### src/group_irq_pkg.sv
// Package with register map, field layout and carrier types of the interrupt group enable block.
package group_irq_pkg;
    localparam int GROUP_COUNT = 19;
    localparam int GROUP_LSB = 8;
    localparam int GROUP_MSB = 26;
    localparam int SOURCE_COUNT = 31;
    localparam logic [11:0] GROUP_ENABLE_SET_OFFSET = 12'h200;
    localparam logic [11:0] GROUP_ENABLE_CLEAR_OFFSET = 12'h204;
    localparam logic [11:0] GROUP_INTERRUPT_VECTOR_OFFSET = 12'h208;
    localparam logic [GROUP_COUNT-1:0] GROUP_ENABLE_RESET = 19'h00000;
    localparam logic [GROUP_COUNT-1:0] GROUP_VECTOR_RESET = 19'h00000;
    localparam logic [31:0] UNMAPPED_READ_VALUE = 32'h00000000;

    typedef struct packed {
        logic cyc;
        logic stb;
        logic we;
        logic [3:0] sel;
        logic [11:0] adr;
        logic [31:0] dat;
    } wb_request_type;

    typedef struct packed {
        logic ack;
        logic [31:0] dat;
    } wb_answer_type;
endpackage : group_irq_pkg

### src/interrupt_group_block_enable.sv
// Block-level enable and vector logic of the interrupt aggregator with a classic Wishbone slave.
//
// Implementation choice: the Wishbone interface to the registers.
module interrupt_group_block_enable (
    // Clock and reset.
    input wire logic clk_i,
    input wire logic rst_i,
    // Wishbone slave.
    input wire group_irq_pkg::wb_request_type wb_req_i,
    output group_irq_pkg::wb_answer_type wb_ans_o,
    // Per-source flags and enables, one word of sources for each group.
    input wire logic [group_irq_pkg::GROUP_COUNT*group_irq_pkg::SOURCE_COUNT-1:0] source_flag_bit_i,
    input wire logic [group_irq_pkg::GROUP_COUNT*group_irq_pkg::SOURCE_COUNT-1:0] source_enable_bit_i,
    // Group interrupt lines to the core interrupt controller.
    output logic [group_irq_pkg::GROUP_COUNT-1:0] group_irq_o
);
    import group_irq_pkg::*;

    logic [GROUP_COUNT-1:0] group_enable_reg;
    logic [GROUP_COUNT-1:0] group_vector_reg;
    logic [GROUP_COUNT-1:0] group_vector_next;
    logic [GROUP_COUNT-1:0] group_any_result;
    logic ack_reg;
    logic [31:0] rdata_reg;
    logic access;
    logic wr_set;
    logic wr_clear;
    logic wr_vector;
    logic rd_set;
    logic rd_clear;
    logic rd_vector;
    logic rd_other;
    logic [GROUP_COUNT-1:0] wr_bits;

    // Lane 1..3 carry bits 26:8, so a group bit is written when its byte lane is selected.
    function automatic logic [GROUP_COUNT-1:0] lane_mask(input logic [3:0] sel);
        logic [31:0] m;
        m = {{8{sel[3]}}, {8{sel[2]}}, {8{sel[1]}}, {8{sel[0]}}};
        return m[GROUP_MSB:GROUP_LSB];
    endfunction : lane_mask

    function automatic logic [31:0] place_groups(input logic [GROUP_COUNT-1:0] g);
        logic [31:0] w;
        w = 32'h00000000;
        w[GROUP_MSB:GROUP_LSB] = g;
        return w;
    endfunction : place_groups

    // One place decides whether a request addresses a given register for the write path and the decoded
    // accesses; the read data path and some checks below compare the address on their own.
    function automatic logic reg_hit(input logic [11:0] adr, input logic [11:0] offset);
        return adr == offset;
    endfunction : reg_hit

    // A request is answered once; ack falls in the cycle after it was given.
    assign access = wb_req_i.cyc && wb_req_i.stb && !ack_reg;
    assign wr_set = access && wb_req_i.we && reg_hit(wb_req_i.adr, GROUP_ENABLE_SET_OFFSET);
    assign wr_clear = access && wb_req_i.we && reg_hit(wb_req_i.adr, GROUP_ENABLE_CLEAR_OFFSET);

    // Decoded accesses used by the checks; writes to the vector word have no effect.
    assign wr_vector = access && wb_req_i.we && reg_hit(wb_req_i.adr, GROUP_INTERRUPT_VECTOR_OFFSET);
    assign rd_set = access && !wb_req_i.we && reg_hit(wb_req_i.adr, GROUP_ENABLE_SET_OFFSET);
    assign rd_clear = access && !wb_req_i.we && reg_hit(wb_req_i.adr, GROUP_ENABLE_CLEAR_OFFSET);
    assign rd_vector = access && !wb_req_i.we && reg_hit(wb_req_i.adr, GROUP_INTERRUPT_VECTOR_OFFSET);
    assign rd_other = access && !wb_req_i.we && !rd_set && !rd_clear && !rd_vector;

    // Group bits that the present write carries, after byte lane gating.
    assign wr_bits = wb_req_i.dat[GROUP_MSB:GROUP_LSB] & lane_mask(wb_req_i.sel);

    genvar gi;
    generate
        for (gi = 0; gi < GROUP_COUNT; gi++) begin : g_group
            logic [SOURCE_COUNT-1:0] result;
            assign result = source_flag_bit_i[gi*SOURCE_COUNT +: SOURCE_COUNT]
                & source_enable_bit_i[gi*SOURCE_COUNT +: SOURCE_COUNT];
            assign group_any_result[gi] = |result;
        end
    endgenerate

    assign group_vector_next = group_any_result & group_enable_reg;

    // Group enables: ones in the set word enable, ones in the clear word disable; zeros do nothing.
    always_ff @(posedge clk_i) begin
        if (rst_i) begin
            group_enable_reg <= GROUP_ENABLE_RESET;
        end else if (wr_set) begin
            group_enable_reg <= group_enable_reg
                | (wb_req_i.dat[GROUP_MSB:GROUP_LSB] & lane_mask(wb_req_i.sel));
        end else if (wr_clear) begin
            group_enable_reg <= group_enable_reg
                & ~(wb_req_i.dat[GROUP_MSB:GROUP_LSB] & lane_mask(wb_req_i.sel));
        end
    end

    always_ff @(posedge clk_i) begin
        if (rst_i) begin
            group_vector_reg <= GROUP_VECTOR_RESET;
        end else begin
            group_vector_reg <= group_vector_next;
        end
    end

    always_ff @(posedge clk_i) begin
        if (rst_i) begin
            ack_reg <= 1'b0;
            rdata_reg <= UNMAPPED_READ_VALUE;
        end else begin
            ack_reg <= access;
            if (access && !wb_req_i.we) begin
                if (wb_req_i.adr == GROUP_ENABLE_SET_OFFSET) begin
                    rdata_reg <= place_groups(group_enable_reg);
                end else if (wb_req_i.adr == GROUP_ENABLE_CLEAR_OFFSET) begin
                    rdata_reg <= place_groups(group_enable_reg);
                end else if (wb_req_i.adr == GROUP_INTERRUPT_VECTOR_OFFSET) begin
                    rdata_reg <= place_groups(group_vector_reg);
                end else begin
                    rdata_reg <= UNMAPPED_READ_VALUE;
                end
            end
        end
    end

    assign wb_ans_o.ack = ack_reg;
    assign wb_ans_o.dat = rdata_reg;
    assign group_irq_o = group_vector_reg;

    a_clear_disables: assert property (@(posedge clk_i) disable iff (rst_i)
        wr_clear && !wr_set |=> ((group_enable_reg & $past(wb_req_i.dat[GROUP_MSB:GROUP_LSB]
            & lane_mask(wb_req_i.sel))) == '0))
        else $error("clear write left a group enabled");
    a_set_enables: assert property (@(posedge clk_i) disable iff (rst_i)
        wr_set |=> ((group_enable_reg & $past(wb_req_i.dat[GROUP_MSB:GROUP_LSB] & lane_mask(wb_req_i.sel)))
            == $past(wb_req_i.dat[GROUP_MSB:GROUP_LSB] & lane_mask(wb_req_i.sel))))
        else $error("set write left a group disabled");
    a_enable_stable: assert property (@(posedge clk_i) disable iff (rst_i)
        !wr_set && !wr_clear |=> $stable(group_enable_reg))
        else $error("group enable changed without a write");
    a_clear_readback: assert property (@(posedge clk_i) disable iff (rst_i)
        access && !wb_req_i.we && wb_req_i.adr == GROUP_ENABLE_CLEAR_OFFSET
            |=> wb_ans_o.ack && wb_ans_o.dat[GROUP_MSB:GROUP_LSB] == $past(group_enable_reg)
            && wb_ans_o.dat[31:27] == 5'h00 && wb_ans_o.dat[7:0] == 8'h00)
        else $error("clear register read did not show the enables");
    a_vector_track: assert property (@(posedge clk_i) disable iff (rst_i)
        1'b1 |=> group_irq_o == ($past(group_any_result) & $past(group_enable_reg)))
        else $error("vector does not follow gated results");
    a_disabled_quiet: assert property (@(posedge clk_i) disable iff (rst_i)
        ##1 (group_irq_o & ~$past(group_enable_reg)) == '0)
        else $error("disabled group raised its interrupt");
    a_reset_zero: assert property (@(posedge clk_i)
        rst_i |=> group_enable_reg == '0 && group_irq_o == '0 && !wb_ans_o.ack)
        else $error("state not zero after reset");
    a_result_gate: assert property (@(posedge clk_i) disable iff (rst_i)
        (group_any_result[0] == |(source_flag_bit_i[SOURCE_COUNT-1:0]
            & source_enable_bit_i[SOURCE_COUNT-1:0])))
        else $error("result of group zero wrong");
    a_vector_or: assert property (@(posedge clk_i) disable iff (rst_i)
        group_enable_reg[0] && group_any_result[0] |=> group_irq_o[0])
        else $error("enabled group with result not raised");
    a_ack_single: assert property (@(posedge clk_i) disable iff (rst_i)
        wb_ans_o.ack |=> !wb_ans_o.ack)
        else $error("ack held longer than one cycle");

    // Reading the set word shows the same live enables as the clear word.
    a_set_readback: assert property (@(posedge clk_i) disable iff (rst_i)
        rd_set
            |=> wb_ans_o.ack && wb_ans_o.dat[GROUP_MSB:GROUP_LSB] == $past(group_enable_reg))
        else $error("set register read did not show the enables");

    // Reading the vector word shows the lines as they stood when the read was taken.
    a_vector_readback: assert property (@(posedge clk_i) disable iff (rst_i)
        rd_vector
            |=> wb_ans_o.ack && wb_ans_o.dat[GROUP_MSB:GROUP_LSB] == $past(group_irq_o))
        else $error("vector register read did not show the lines");

    // Addresses outside the map read as zero.
    a_unmapped_zero: assert property (@(posedge clk_i) disable iff (rst_i)
        rd_other
            |=> wb_ans_o.ack && wb_ans_o.dat == UNMAPPED_READ_VALUE)
        else $error("unmapped read returned data");

    // Reserved bits of every word read as zero, whatever was read last.
    a_reserved_zero: assert property (@(posedge clk_i) disable iff (rst_i)
        wb_ans_o.ack
            |-> wb_ans_o.dat[31:27] == 5'h00 && wb_ans_o.dat[7:0] == 8'h00)
        else $error("reserved read bits not zero");

    // Every taken request is answered in the next cycle.
    a_ack_after_access: assert property (@(posedge clk_i) disable iff (rst_i)
        access
            |=> wb_ans_o.ack)
        else $error("request not acknowledged");

    // No answer appears without a request taken one cycle before.
    a_ack_needs_access: assert property (@(posedge clk_i) disable iff (rst_i)
        !access
            |=> !wb_ans_o.ack)
        else $error("acknowledge without request");

    // A write to the read-only vector word must not touch the enables.
    a_vector_write_ignored: assert property (@(posedge clk_i) disable iff (rst_i)
        wr_vector
            |=> $stable(group_enable_reg))
        else $error("vector write changed the enables");

    // A clear write of all zeros changes nothing.
    a_clear_zero_keeps: assert property (@(posedge clk_i) disable iff (rst_i)
        wr_clear && wr_bits == '0
            |=> $stable(group_enable_reg))
        else $error("zero clear write changed the enables");

    // A set write of all zeros changes nothing.
    a_set_zero_keeps: assert property (@(posedge clk_i) disable iff (rst_i)
        wr_set && wr_bits == '0
            |=> $stable(group_enable_reg))
        else $error("zero set write changed the enables");

    // A clear write can only lower enables, never raise one.
    a_clear_only_lowers: assert property (@(posedge clk_i) disable iff (rst_i)
        wr_clear
            |=> (group_enable_reg & ~$past(group_enable_reg)) == '0)
        else $error("clear write raised an enable");

    // A set write can only raise enables, never lower one.
    a_set_only_raises: assert property (@(posedge clk_i) disable iff (rst_i)
        wr_set
            |=> ($past(group_enable_reg) & ~group_enable_reg) == '0)
        else $error("set write lowered an enable");

    // A clear write lowers exactly the ones it carries and keeps every other group.
    a_clear_exact: assert property (@(posedge clk_i) disable iff (rst_i)
        wr_clear
            |=> group_enable_reg == ($past(group_enable_reg) & ~$past(wr_bits)))
        else $error("clear write touched the wrong groups");

    // A set write raises exactly the ones it carries and keeps every other group.
    a_set_exact: assert property (@(posedge clk_i) disable iff (rst_i)
        wr_set
            |=> group_enable_reg == ($past(group_enable_reg) | $past(wr_bits)))
        else $error("set write touched the wrong groups");

    // Groups zero to seven sit in byte lane one; without that lane they are left alone.
    a_lane_gate: assert property (@(posedge clk_i) disable iff (rst_i)
        wr_clear && !wb_req_i.sel[1]
            |=> group_enable_reg[7:0] == $past(group_enable_reg[7:0]))
        else $error("clear write without lane one touched low groups");

    // A line can only be high if its group was enabled in the cycle before.
    a_line_needs_enable: assert property (@(posedge clk_i) disable iff (rst_i)
        group_irq_o != '0
            |-> (group_irq_o & ~$past(group_enable_reg)) == '0)
        else $error("line high for a group that was disabled");

    // A line can only be high if its group had a result in the cycle before.
    a_line_needs_result: assert property (@(posedge clk_i) disable iff (rst_i)
        group_irq_o != '0
            |-> (group_irq_o & ~$past(group_any_result)) == '0)
        else $error("line high for a group without a result");

    // Per-group checks, so that a fault in one group's gating is named by its index.
    genvar ci;
    generate
        for (ci = 0; ci < GROUP_COUNT; ci++) begin : g_group_check
            // A disabled group keeps its line low in the next cycle.
            a_group_quiet: assert property (@(posedge clk_i) disable iff (rst_i)
                !group_enable_reg[ci]
                    |=> !group_irq_o[ci])
                else $error("disabled group drove its line");

            // An enabled group without a result keeps its line low.
            a_group_or: assert property (@(posedge clk_i) disable iff (rst_i)
                group_enable_reg[ci] && !group_any_result[ci]
                    |=> !group_irq_o[ci])
                else $error("group line high without a result");

            // An enabled group with a result raises its line.
            a_group_raise: assert property (@(posedge clk_i) disable iff (rst_i)
                group_enable_reg[ci] && group_any_result[ci]
                    |=> group_irq_o[ci])
                else $error("enabled group with a result stayed low");

            // The group result is set only by a source whose flag and enable are both one.
            a_group_source: assert property (@(posedge clk_i) disable iff (rst_i)
                group_any_result[ci]
                    |-> (source_flag_bit_i[ci*SOURCE_COUNT +: SOURCE_COUNT]
                        & source_enable_bit_i[ci*SOURCE_COUNT +: SOURCE_COUNT]) != '0)
                else $error("group result without a qualified source");
        end
    endgenerate

    c_lane_partial: cover property (@(posedge clk_i) disable iff (rst_i)
        wr_clear && wb_req_i.sel != 4'hF);
    c_set_write: cover property (@(posedge clk_i) disable iff (rst_i) wr_set);
    c_clear_write: cover property (@(posedge clk_i) disable iff (rst_i) wr_clear);
    c_irq_raised: cover property (@(posedge clk_i) disable iff (rst_i) $rose(group_irq_o[0]));
    c_vector_read: cover property (@(posedge clk_i) disable iff (rst_i)
        access && !wb_req_i.we && wb_req_i.adr == GROUP_INTERRUPT_VECTOR_OFFSET);
endmodule : interrupt_group_block_enable

### config.mk
export PLATFORM = sky130hd
export DESIGN_NAME = interrupt_group_block_enable
export DESIGN_NICKNAME = d
export VERILOG_FILES = /design/src/group_irq_pkg.sv /design/src/interrupt_group_block_enable.sv
export SDC_FILE = /design/constraint.sdc
export NUM_CORES = 1
export LEC_CHECK = 0
export ABC_AREA = 1
export BUFFER_PORTS_ARGS = -buffer_cell sky130_fd_sc_hd__buf_2
export CAP_MARGIN = 10
export CORE_AREA = 2 2 494 496
export CTS_BUF_LIST = sky130_fd_sc_hd__clkbuf_4 sky130_fd_sc_hd__clkbuf_8 sky130_fd_sc_hd__clkbuf_16
export DETAILED_ROUTE_END_ITERATION = 8
export DIE_AREA = 0 0 496 498
export PLACE_DENSITY_LB_ADDON = 0.1
export SYNTH_ARGS = -nofsm -noshare
export SYNTH_HDL_FRONTEND = slang
export SYNTH_SLANG_ARGS = --single-unit
### constraint.sdc
create_clock -name clk_i -period 2.9 [get_ports clk_i]
set_input_delay 0.435 -clock clk_i [delete_from_list [all_inputs] [get_ports clk_i]]
set_output_delay 0.435 -clock clk_i [all_outputs]
set_load 0.05 [all_outputs]
Yosys cells after proc, flatten, opt, wreduce, memory -nomap -nowiden
Cells that the tools add are included.

word-level totals
  register bits = 71
  bits of input ports = 1231
  output and inout port bits = 52
  word-level logic and storage cells = 64

operators by class
  equal/unequal tests = 3
  mux-type cells = 5
  bitwise operators = 24
  reduce and logical (&&, ||, !) cells = 28

operator list
  kind                  count
  $and 31x31->31        19
  $reduce_or 31->1      19
  $mux 27               3
  $and 19x19->19        3
  $mux 19               2
  $eq 12x10->1 const B  3
  $not 19->19           1
  $or 19x19->19         1
  $logic_and 1x1->1     6
  $logic_not 1->1       2
  $reduce_bool 2->1     1

Logic depth before layout (Yosys ltp)
Gate-level depths: netlist of the first run.

  word-level depth = 6
  depth in mapped cells = 9
  mapped depth without buffers = 8

Worst setup path after synthesis of the first run
No wires, ideal clock.

  kind = in2reg
  from = input wb_req_i[32] in the netlist's numbering
  to = register (tool-made name)
  library setup time = 0.113 ns
  arrival time = 1.262 ns
  data required time = 2.787 ns
  path slack = 1.525 ns
  stages on the path = 9
  path buffers = 1
  path through = inv_2 -> nand2_2 -> nor2_2 -> nand3_2 -> nor2_4 -> buf_6 -> nand4_1 -> nand2_1 -> nor2_1

RTL lines
  what         RTL line                           text
  from (decl)  interrupt_group_block_enable.sv:9  input wire group_irq_pkg::wb_request_type wb_req_i,

==> flow_metrics.py, run 1 <==
metrics = {
    "outcome": {
        "status": "complete, no violations",
    },
    "synthesis": {
        "synthArstFlopShare_pct": 0,
        "seq_area_frac_synth_pct": 16.7,
        "synth_top_area_cell": "nand2_1",
        "synth_commonest_cells": "nand2_1 (886), nor2_1 (192), inv_1 (121)",
        "synth.top_cell.area_share_pct": 47.8,
        "synth_cells": 1474,
        "avgSynthCellArea_um2": 4.72,
        "synthMostInstantiatedCell": "nand2_1",
        "ys.flop_type": "dfxtp_1",
        "netlist_top_cells_area": "nand2_1 (48%), dfxtp_1 (17%), nor2_1 (10%), nand4_1 (8.8%), inv_1 (6.5%)",
        "syn_area_um2": 6960,
        "synth_seq_cells": 58,
        "synth_cell_types": 22,
        "yosys_warnings": 0,
        "synth-edff-count": 0,
    },
    "worst_setup_path": {
        "cpMostUsedCell": "nor2_1",
        "critPathMaxFanout": 10,
        "crit_path_end_kind": "flop",
        "crit_chain": "inv_1, nand4_1, buf_4, inv_2, buf_12, nand4_1, nor2_1, nor2_1, nor2_1",
        "r2r_setup_slack_ps": 1230,
        "crit_family": "buffers and inverters",
        "cp-start-kind": "flop",
        "crit_arrival_ps": 2070,
        "worstSetupPathType": "reg2reg",
        "crit_required_ps": 3290,
        "crit_buf_inv": 4,
        "cp_slowest_cell": "dfxtp_1",
        "slowest_delay_ps": 330,
    },
    "clock_network": {
        "cts_resized": 0,
        "cts_setup_buffers": 0,
        "cts_hold_repair.buffers": 0,
        "cts_buffer_depth": 2,
        "clk_latency_ps": 450,
        "cts_sinks": 58,
        "cts_tree": "done",
        "numCtsBuffers": 9,
        "path_clk_slew_ps": 90,
        "h-tree-depth": 3,
        "root_buffer": "clkbuf_16",
    },
    "timing": {
        "clock.fmax_mhz": 598,
        "drv_slew": 0,
        "final_hold_viol_count": 0,
        "finalSetupViolCount": 0,
        "timing.slew.headroom_pct": 58.4,
        "rsz0062_at_grt": "false",
        "period_needed_ps": 1670,
        "finalSetupTns_ps": 0,
        "tightest_slew_ps": 624,
        "finalCritPeriodShare_pct": 57.6,
        "skew_ps": 16.6,
    },
    "floorplan": {
        "core_area_um2": 242000,
        "initial_core_util_pct": 2.88,
        "die_x_um": 496,
        "rows": 181,
        "die-area_um2": 247000,
        "die_h_um": 498,
        "num_io_pins": 1283,
    },
    "finish": {
        "post-route-util_pct": 7.28,
        "layout.nets": 3957,
        "layoutNonFillerInstCount": 5986,
        "drive_above_1_share_pct": 47.3,
        "ff_latch_area_um2": 1160,
        "stdcell_area_um2": 17600,
        "area_delta_synth_final_pct": 153,
        "nFillCells": 29100,
        "multi_input_area_um2": 5170,
    },
    "route": {
        "via_per_inst": 2.36,
        "drtIter0Drc": 519,
        "drc": 0,
        "vias": 14100,
        "dr.pass1.iters": 5,
        "wirelength_um": 116000,
        "ant_nets": 0,
        "wl_per_cell_um": 19.4,
    },
    "place": {
        "dpl.cell_count": 5917,
        "hpwl_um": 107000,
        "place.port_buffers": 1255,
        "gp_congestion": 0.795,
        "dpl_cell_area_um2": 17200,
    },
    "job": {
        "cap_violations": 0,
    },
    "grt": {
        "grt_overflow": 0,
        "first_global_vias": 15200,
        "grt_antenna_before_repair": 118,
        "gr-usage-all-layers_pct": 9.04,
        "grt_max_degree": 39,
        "grt_pass1_wl_um": 144000,
    },
    "power_and_ir_drop": {
        "ir_drop_uv": 216,
        "power_density_nw_per_um2": 215,
        "power.leakage_uw": 0.00910,
    },
    "min_path": {
        "hold_class": "in2reg",
    },
}
## worst reg2reg max path: cells and delay by family (launching register included)
family	cells	cell delay [ps]
buffers and inverters	4	790
flip-flops	1	330
AND/OR/NAND/NOR	5	520
## where the power goes
group          switching (uW)  total [uW]  leakage, uW  internal [uW]
sequential               8.20         817     0.000469            809
clock                     682        1280     0.000136            595
combinational             899        1690      0.00849            792
## stage by stage
step / total power (uW) / worst slack [ps] / hold slack, ps
CTS: 4040 / 1080 / 186
global route: 4170 / 1040 / 240
detailed placement: 2600 / 786 / 476
global placement: 2600 / 757 / 481
finish: 3790 / 1230 / 286
floorplan: 1360 / 1520 / 434
## cell families after synthesis
group                  after synthesis  share of synthesized area (%)
AND/OR/NAND/NOR                   1205                           69.6
buffers and inverters              158                           9.91
flip-flops                          58                           16.7
AO/OA/AOI/OAI                       52                           3.74
other                                1                         0.0539
## cell type report
class                           count  area share [%]
Timing Repair Buffer             1264            36.4
Multi-Input combinational cell   1270            29.4
Tap cell                         3202            22.8
Sequential cell                    58            6.60
Inverter                          123            2.62
Clock buffer                       11            1.36
Antenna cell                       53           0.753
Clock inverter                      5           0.178
## path summary, 6_finish.rpt
| kind | cells after the start | end | startpoint |
|---|---|---|---|
| max | 9 | flop | ack_reg |
| min | 4 | flop | wb_req_i[26] |
| max reg2reg | 9 | flop | ack_reg |
| min reg2reg | 2 | group_irq_o[6] | flop |
## cells in the final DEF, fill, tap and decap left out, types with 2 or more instances in the layout
cell and count:
nand3_1 21, nand2_1 886, inv_1 119, buf_2 1254, a21oi_1 33, nand4_1 98, buf_12 4, nor2_4 4
buf_4 6, diode_2 53, nor2_1 191, clkbuf_4 2, conb_1 13, clkbuf_16 9, clkinv_2 3, inv_2 4
o21ai_1 10, o21ai_0 9, dfxtp_1 58
## routing by layer
| layer | vias to the layer above | part of all wire (%) | wire length [um] | GRT usage [%] |
|---|---|---|---|---|
| li1 | 7123 | - | - | - |
| met1 | 5880 | 34 | 39800 | 8.76 |
| met2 | 896 | 51 | 59500 | 16.8 |
| met3 | 189 | 10 | 12000 | 3.62 |
| met4 | 56 | 3.6 | 4210 | 3.68 |
| met5 | - | 0.31 | 361 | 0 |
Note: power is estimated with default switching activity, not from simulation.
==> inputs of run 2 (changes only) <==
--- a/config.mk
+++ b/config.mk
@@ -8,10 +8,10 @@
 export ABC_AREA = 1
 export BUFFER_PORTS_ARGS = -buffer_cell sky130_fd_sc_hd__buf_2
 export CAP_MARGIN = 10
-export CORE_AREA = 2 2 494 496
+export CORE_AREA = 2 2 497 499
 export CTS_BUF_LIST = sky130_fd_sc_hd__clkbuf_4 sky130_fd_sc_hd__clkbuf_8 sky130_fd_sc_hd__clkbuf_16
 export DETAILED_ROUTE_END_ITERATION = 8
-export DIE_AREA = 0 0 496 498
+export DIE_AREA = 0 0 499 501
 export PLACE_DENSITY_LB_ADDON = 0.1
 export SYNTH_ARGS = -nofsm -noshare
 export SYNTH_HDL_FRONTEND = slang
==> constraint.sdc (replaced) <==
create_clock -name clk_i -period 1.45 [get_ports clk_i]
set_input_delay 0.2175 -clock clk_i [delete_from_list [all_inputs] [get_ports clk_i]]
set_output_delay 0.2175 -clock clk_i [all_outputs]
set_load 0.05 [all_outputs]
==> flow_metrics.py, run 2 (synthesis results as in run 1) <==
metrics = {
    "clock_network": {
        "clk_latency_ps": 440,
        "cts_hold_repair.buffers": 0,
        "path_clk_slew_ps": 90,
        "cts_tree": "done",
        "root_buffer": "clkbuf_16",
        "h-tree-depth": 3,
        "numCtsBuffers": 9,
        "cts_sinks": 58,
        "cts_buffer_depth": 2,
    },
    "finish": {
        "nFillCells": 29300,
        "stdcell_area_um2": 18100,
        "drive_above_1_share_pct": 48.2,
        "area_delta_synth_final_pct": 160,
        "layout_common_cells": "buf_2 (1237), nand2_1 (886), nor2_1 (191)",
        "final_common_cell": "buf_2",
        "ff_latch_area_um2": 1170,
        "multi_input_area_um2": 5180,
        "layout.nets": 3992,
    },
    "grt": {
        "grt_overflow": 0,
        "grt_max_degree": 35,
        "grt_use_met2_pct": 17.3,
        "grt_pass1_wl_um": 146000,
        "first_global_vias": 15200,
        "grt_antenna_before_repair": 123,
        "gr-usage-met3_pct": 3.04,
        "top_usage_layer": "met2",
        "grt_use_met1_pct": 9.08,
        "gr-usage-all-layers_pct": 9.03,
    },
    "route": {
        "dr.pass1.iters": 4,
        "wirelength_um": 119000,
        "drtIter0Drc": 453,
        "drc": 0,
        "vias": 14400,
        "via_per_inst": 2.40,
        "wl_per_cell_um": 19.7,
        "ant_nets": 0,
    },
    "worst_setup_path": {
        "crit_required_ps": 1230,
        "crit_chain": "buf_2",
        "worstSetupPathType": "reg2out",
        "crit_arrival_ps": 1110,
        "cp-startpoint": "rdata_reg[18]",
        "r2r-start": "ack_reg",
        "crit_family": "flip-flops",
        "crit_buf_inv": 1,
        "cp_slowest_cell": "dfxtp_1",
        "critPathMaxFanout": 2,
        "crit_path_end_kind": "primary output",
        "cp-start-kind": "flop",
        "slowest_delay_ps": 340,
    },
    "floorplan": {
        "die-area_um2": 250000,
        "initial_core_util_pct": 2.84,
        "rows": 182,
        "die_h_um": 501,
        "core_area_um2": 245000,
        "die_x_um": 499,
        "num_io_pins": 1283,
    },
    "timing": {
        "drv_slew": 0,
        "clock.fmax_mhz": 752,
        "rsz0062_at_grt": "true",
        "final_hold_viol_count": 0,
        "skew_ps": 31.0,
        "period_needed_ps": 1330,
        "finalCritPeriodShare_pct": 91.8,
        "finalSetupTns_ps": 0,
        "finalSetupViolCount": 0,
    },
    "place": {
        "dpl_cell_area_um2": 17600,
        "hpwl_um": 112000,
        "place.port_buffers": 1255,
        "gp_congestion": 0.818,
    },
    "power_and_ir_drop": {
        "power_density_nw_per_um2": 441,
        "power.leakage_uw": 0.00935,
        "ir_drop_uv": 569,
        "total_power_uw": 7980,
    },
    "job": {
        "cap_violations": 0,
    },
    "min_path": {
        "hold_class": "in2reg",
        "hold_start": "wb_req_i[49]",
    },
    "outcome": {
        "status": "complete, no violations",
    },
}
-- run 2: cell count changes in the layout (fill, tap and decap cells not counted), sizes merged --
cell    before   now
bufinv       0     2
diode       53    28
clkinv       4     3
buf       1264  1298
-- run 2: final timing paths --
kind	endpoint	slack (ps)	cells after the start
max	wb_ans_o[18]	120	1
min	ack_reg	80	3
max reg2reg	rdata_reg[25]	130	8
min reg2reg	group_irq_o[1]	470	2
-- run 2: power by group --
part / total [uW] / leakage [uW] / internal, uW / switching [uW]
sequential: 1640 / 0.000472 / 1620 / 20.0
clock: 2880 / 0.000159 / 1560 / 1320
combinational: 3470 / 0.00872 / 1660 / 1810
-- run 2: area by class of cell --
cell class              count  share of cell area [%]
flip-flops and latches     58                    6.45
clock buffers              10                    1.32
repair buffers           1299                    37.9
inverters                 123                    2.58
well taps                3220                    22.2
clock inverters             6                   0.497
multi-input cells        1270                    28.6
diodes                     28                   0.387
-- run 2: timing repair --
action / CTS / global route
pin swaps: 0 / 3
endpoints found under the setup margin: 15 / 19
cloned: 0 / 1
gates resized for setup: 20 / 6
buffers inserted: 0 / 1
-- run 2: routing by layer --
metal  part of all wire [%]  vias up
li1                       -     7151
met2                     53      981
met1                     35     5992
met3                    8.4      226
met4                    3.4       58
met5                   0.33        -
-- run 2: stage by stage --
stage	setup slack, ps	util (%)	cells	hold WS, ps
2_1_floorplan	244	-	1486	379
3_3_place_gp	-12.1	7.19	5968	475
3_5_place_dp	-46.0	7.19	5968	473
4_1_cts	8.70	7.34	5984	59.1
5_1_grt	-6.82	7.39	6002	46.0
6_report	120	7.40	6014	84.3
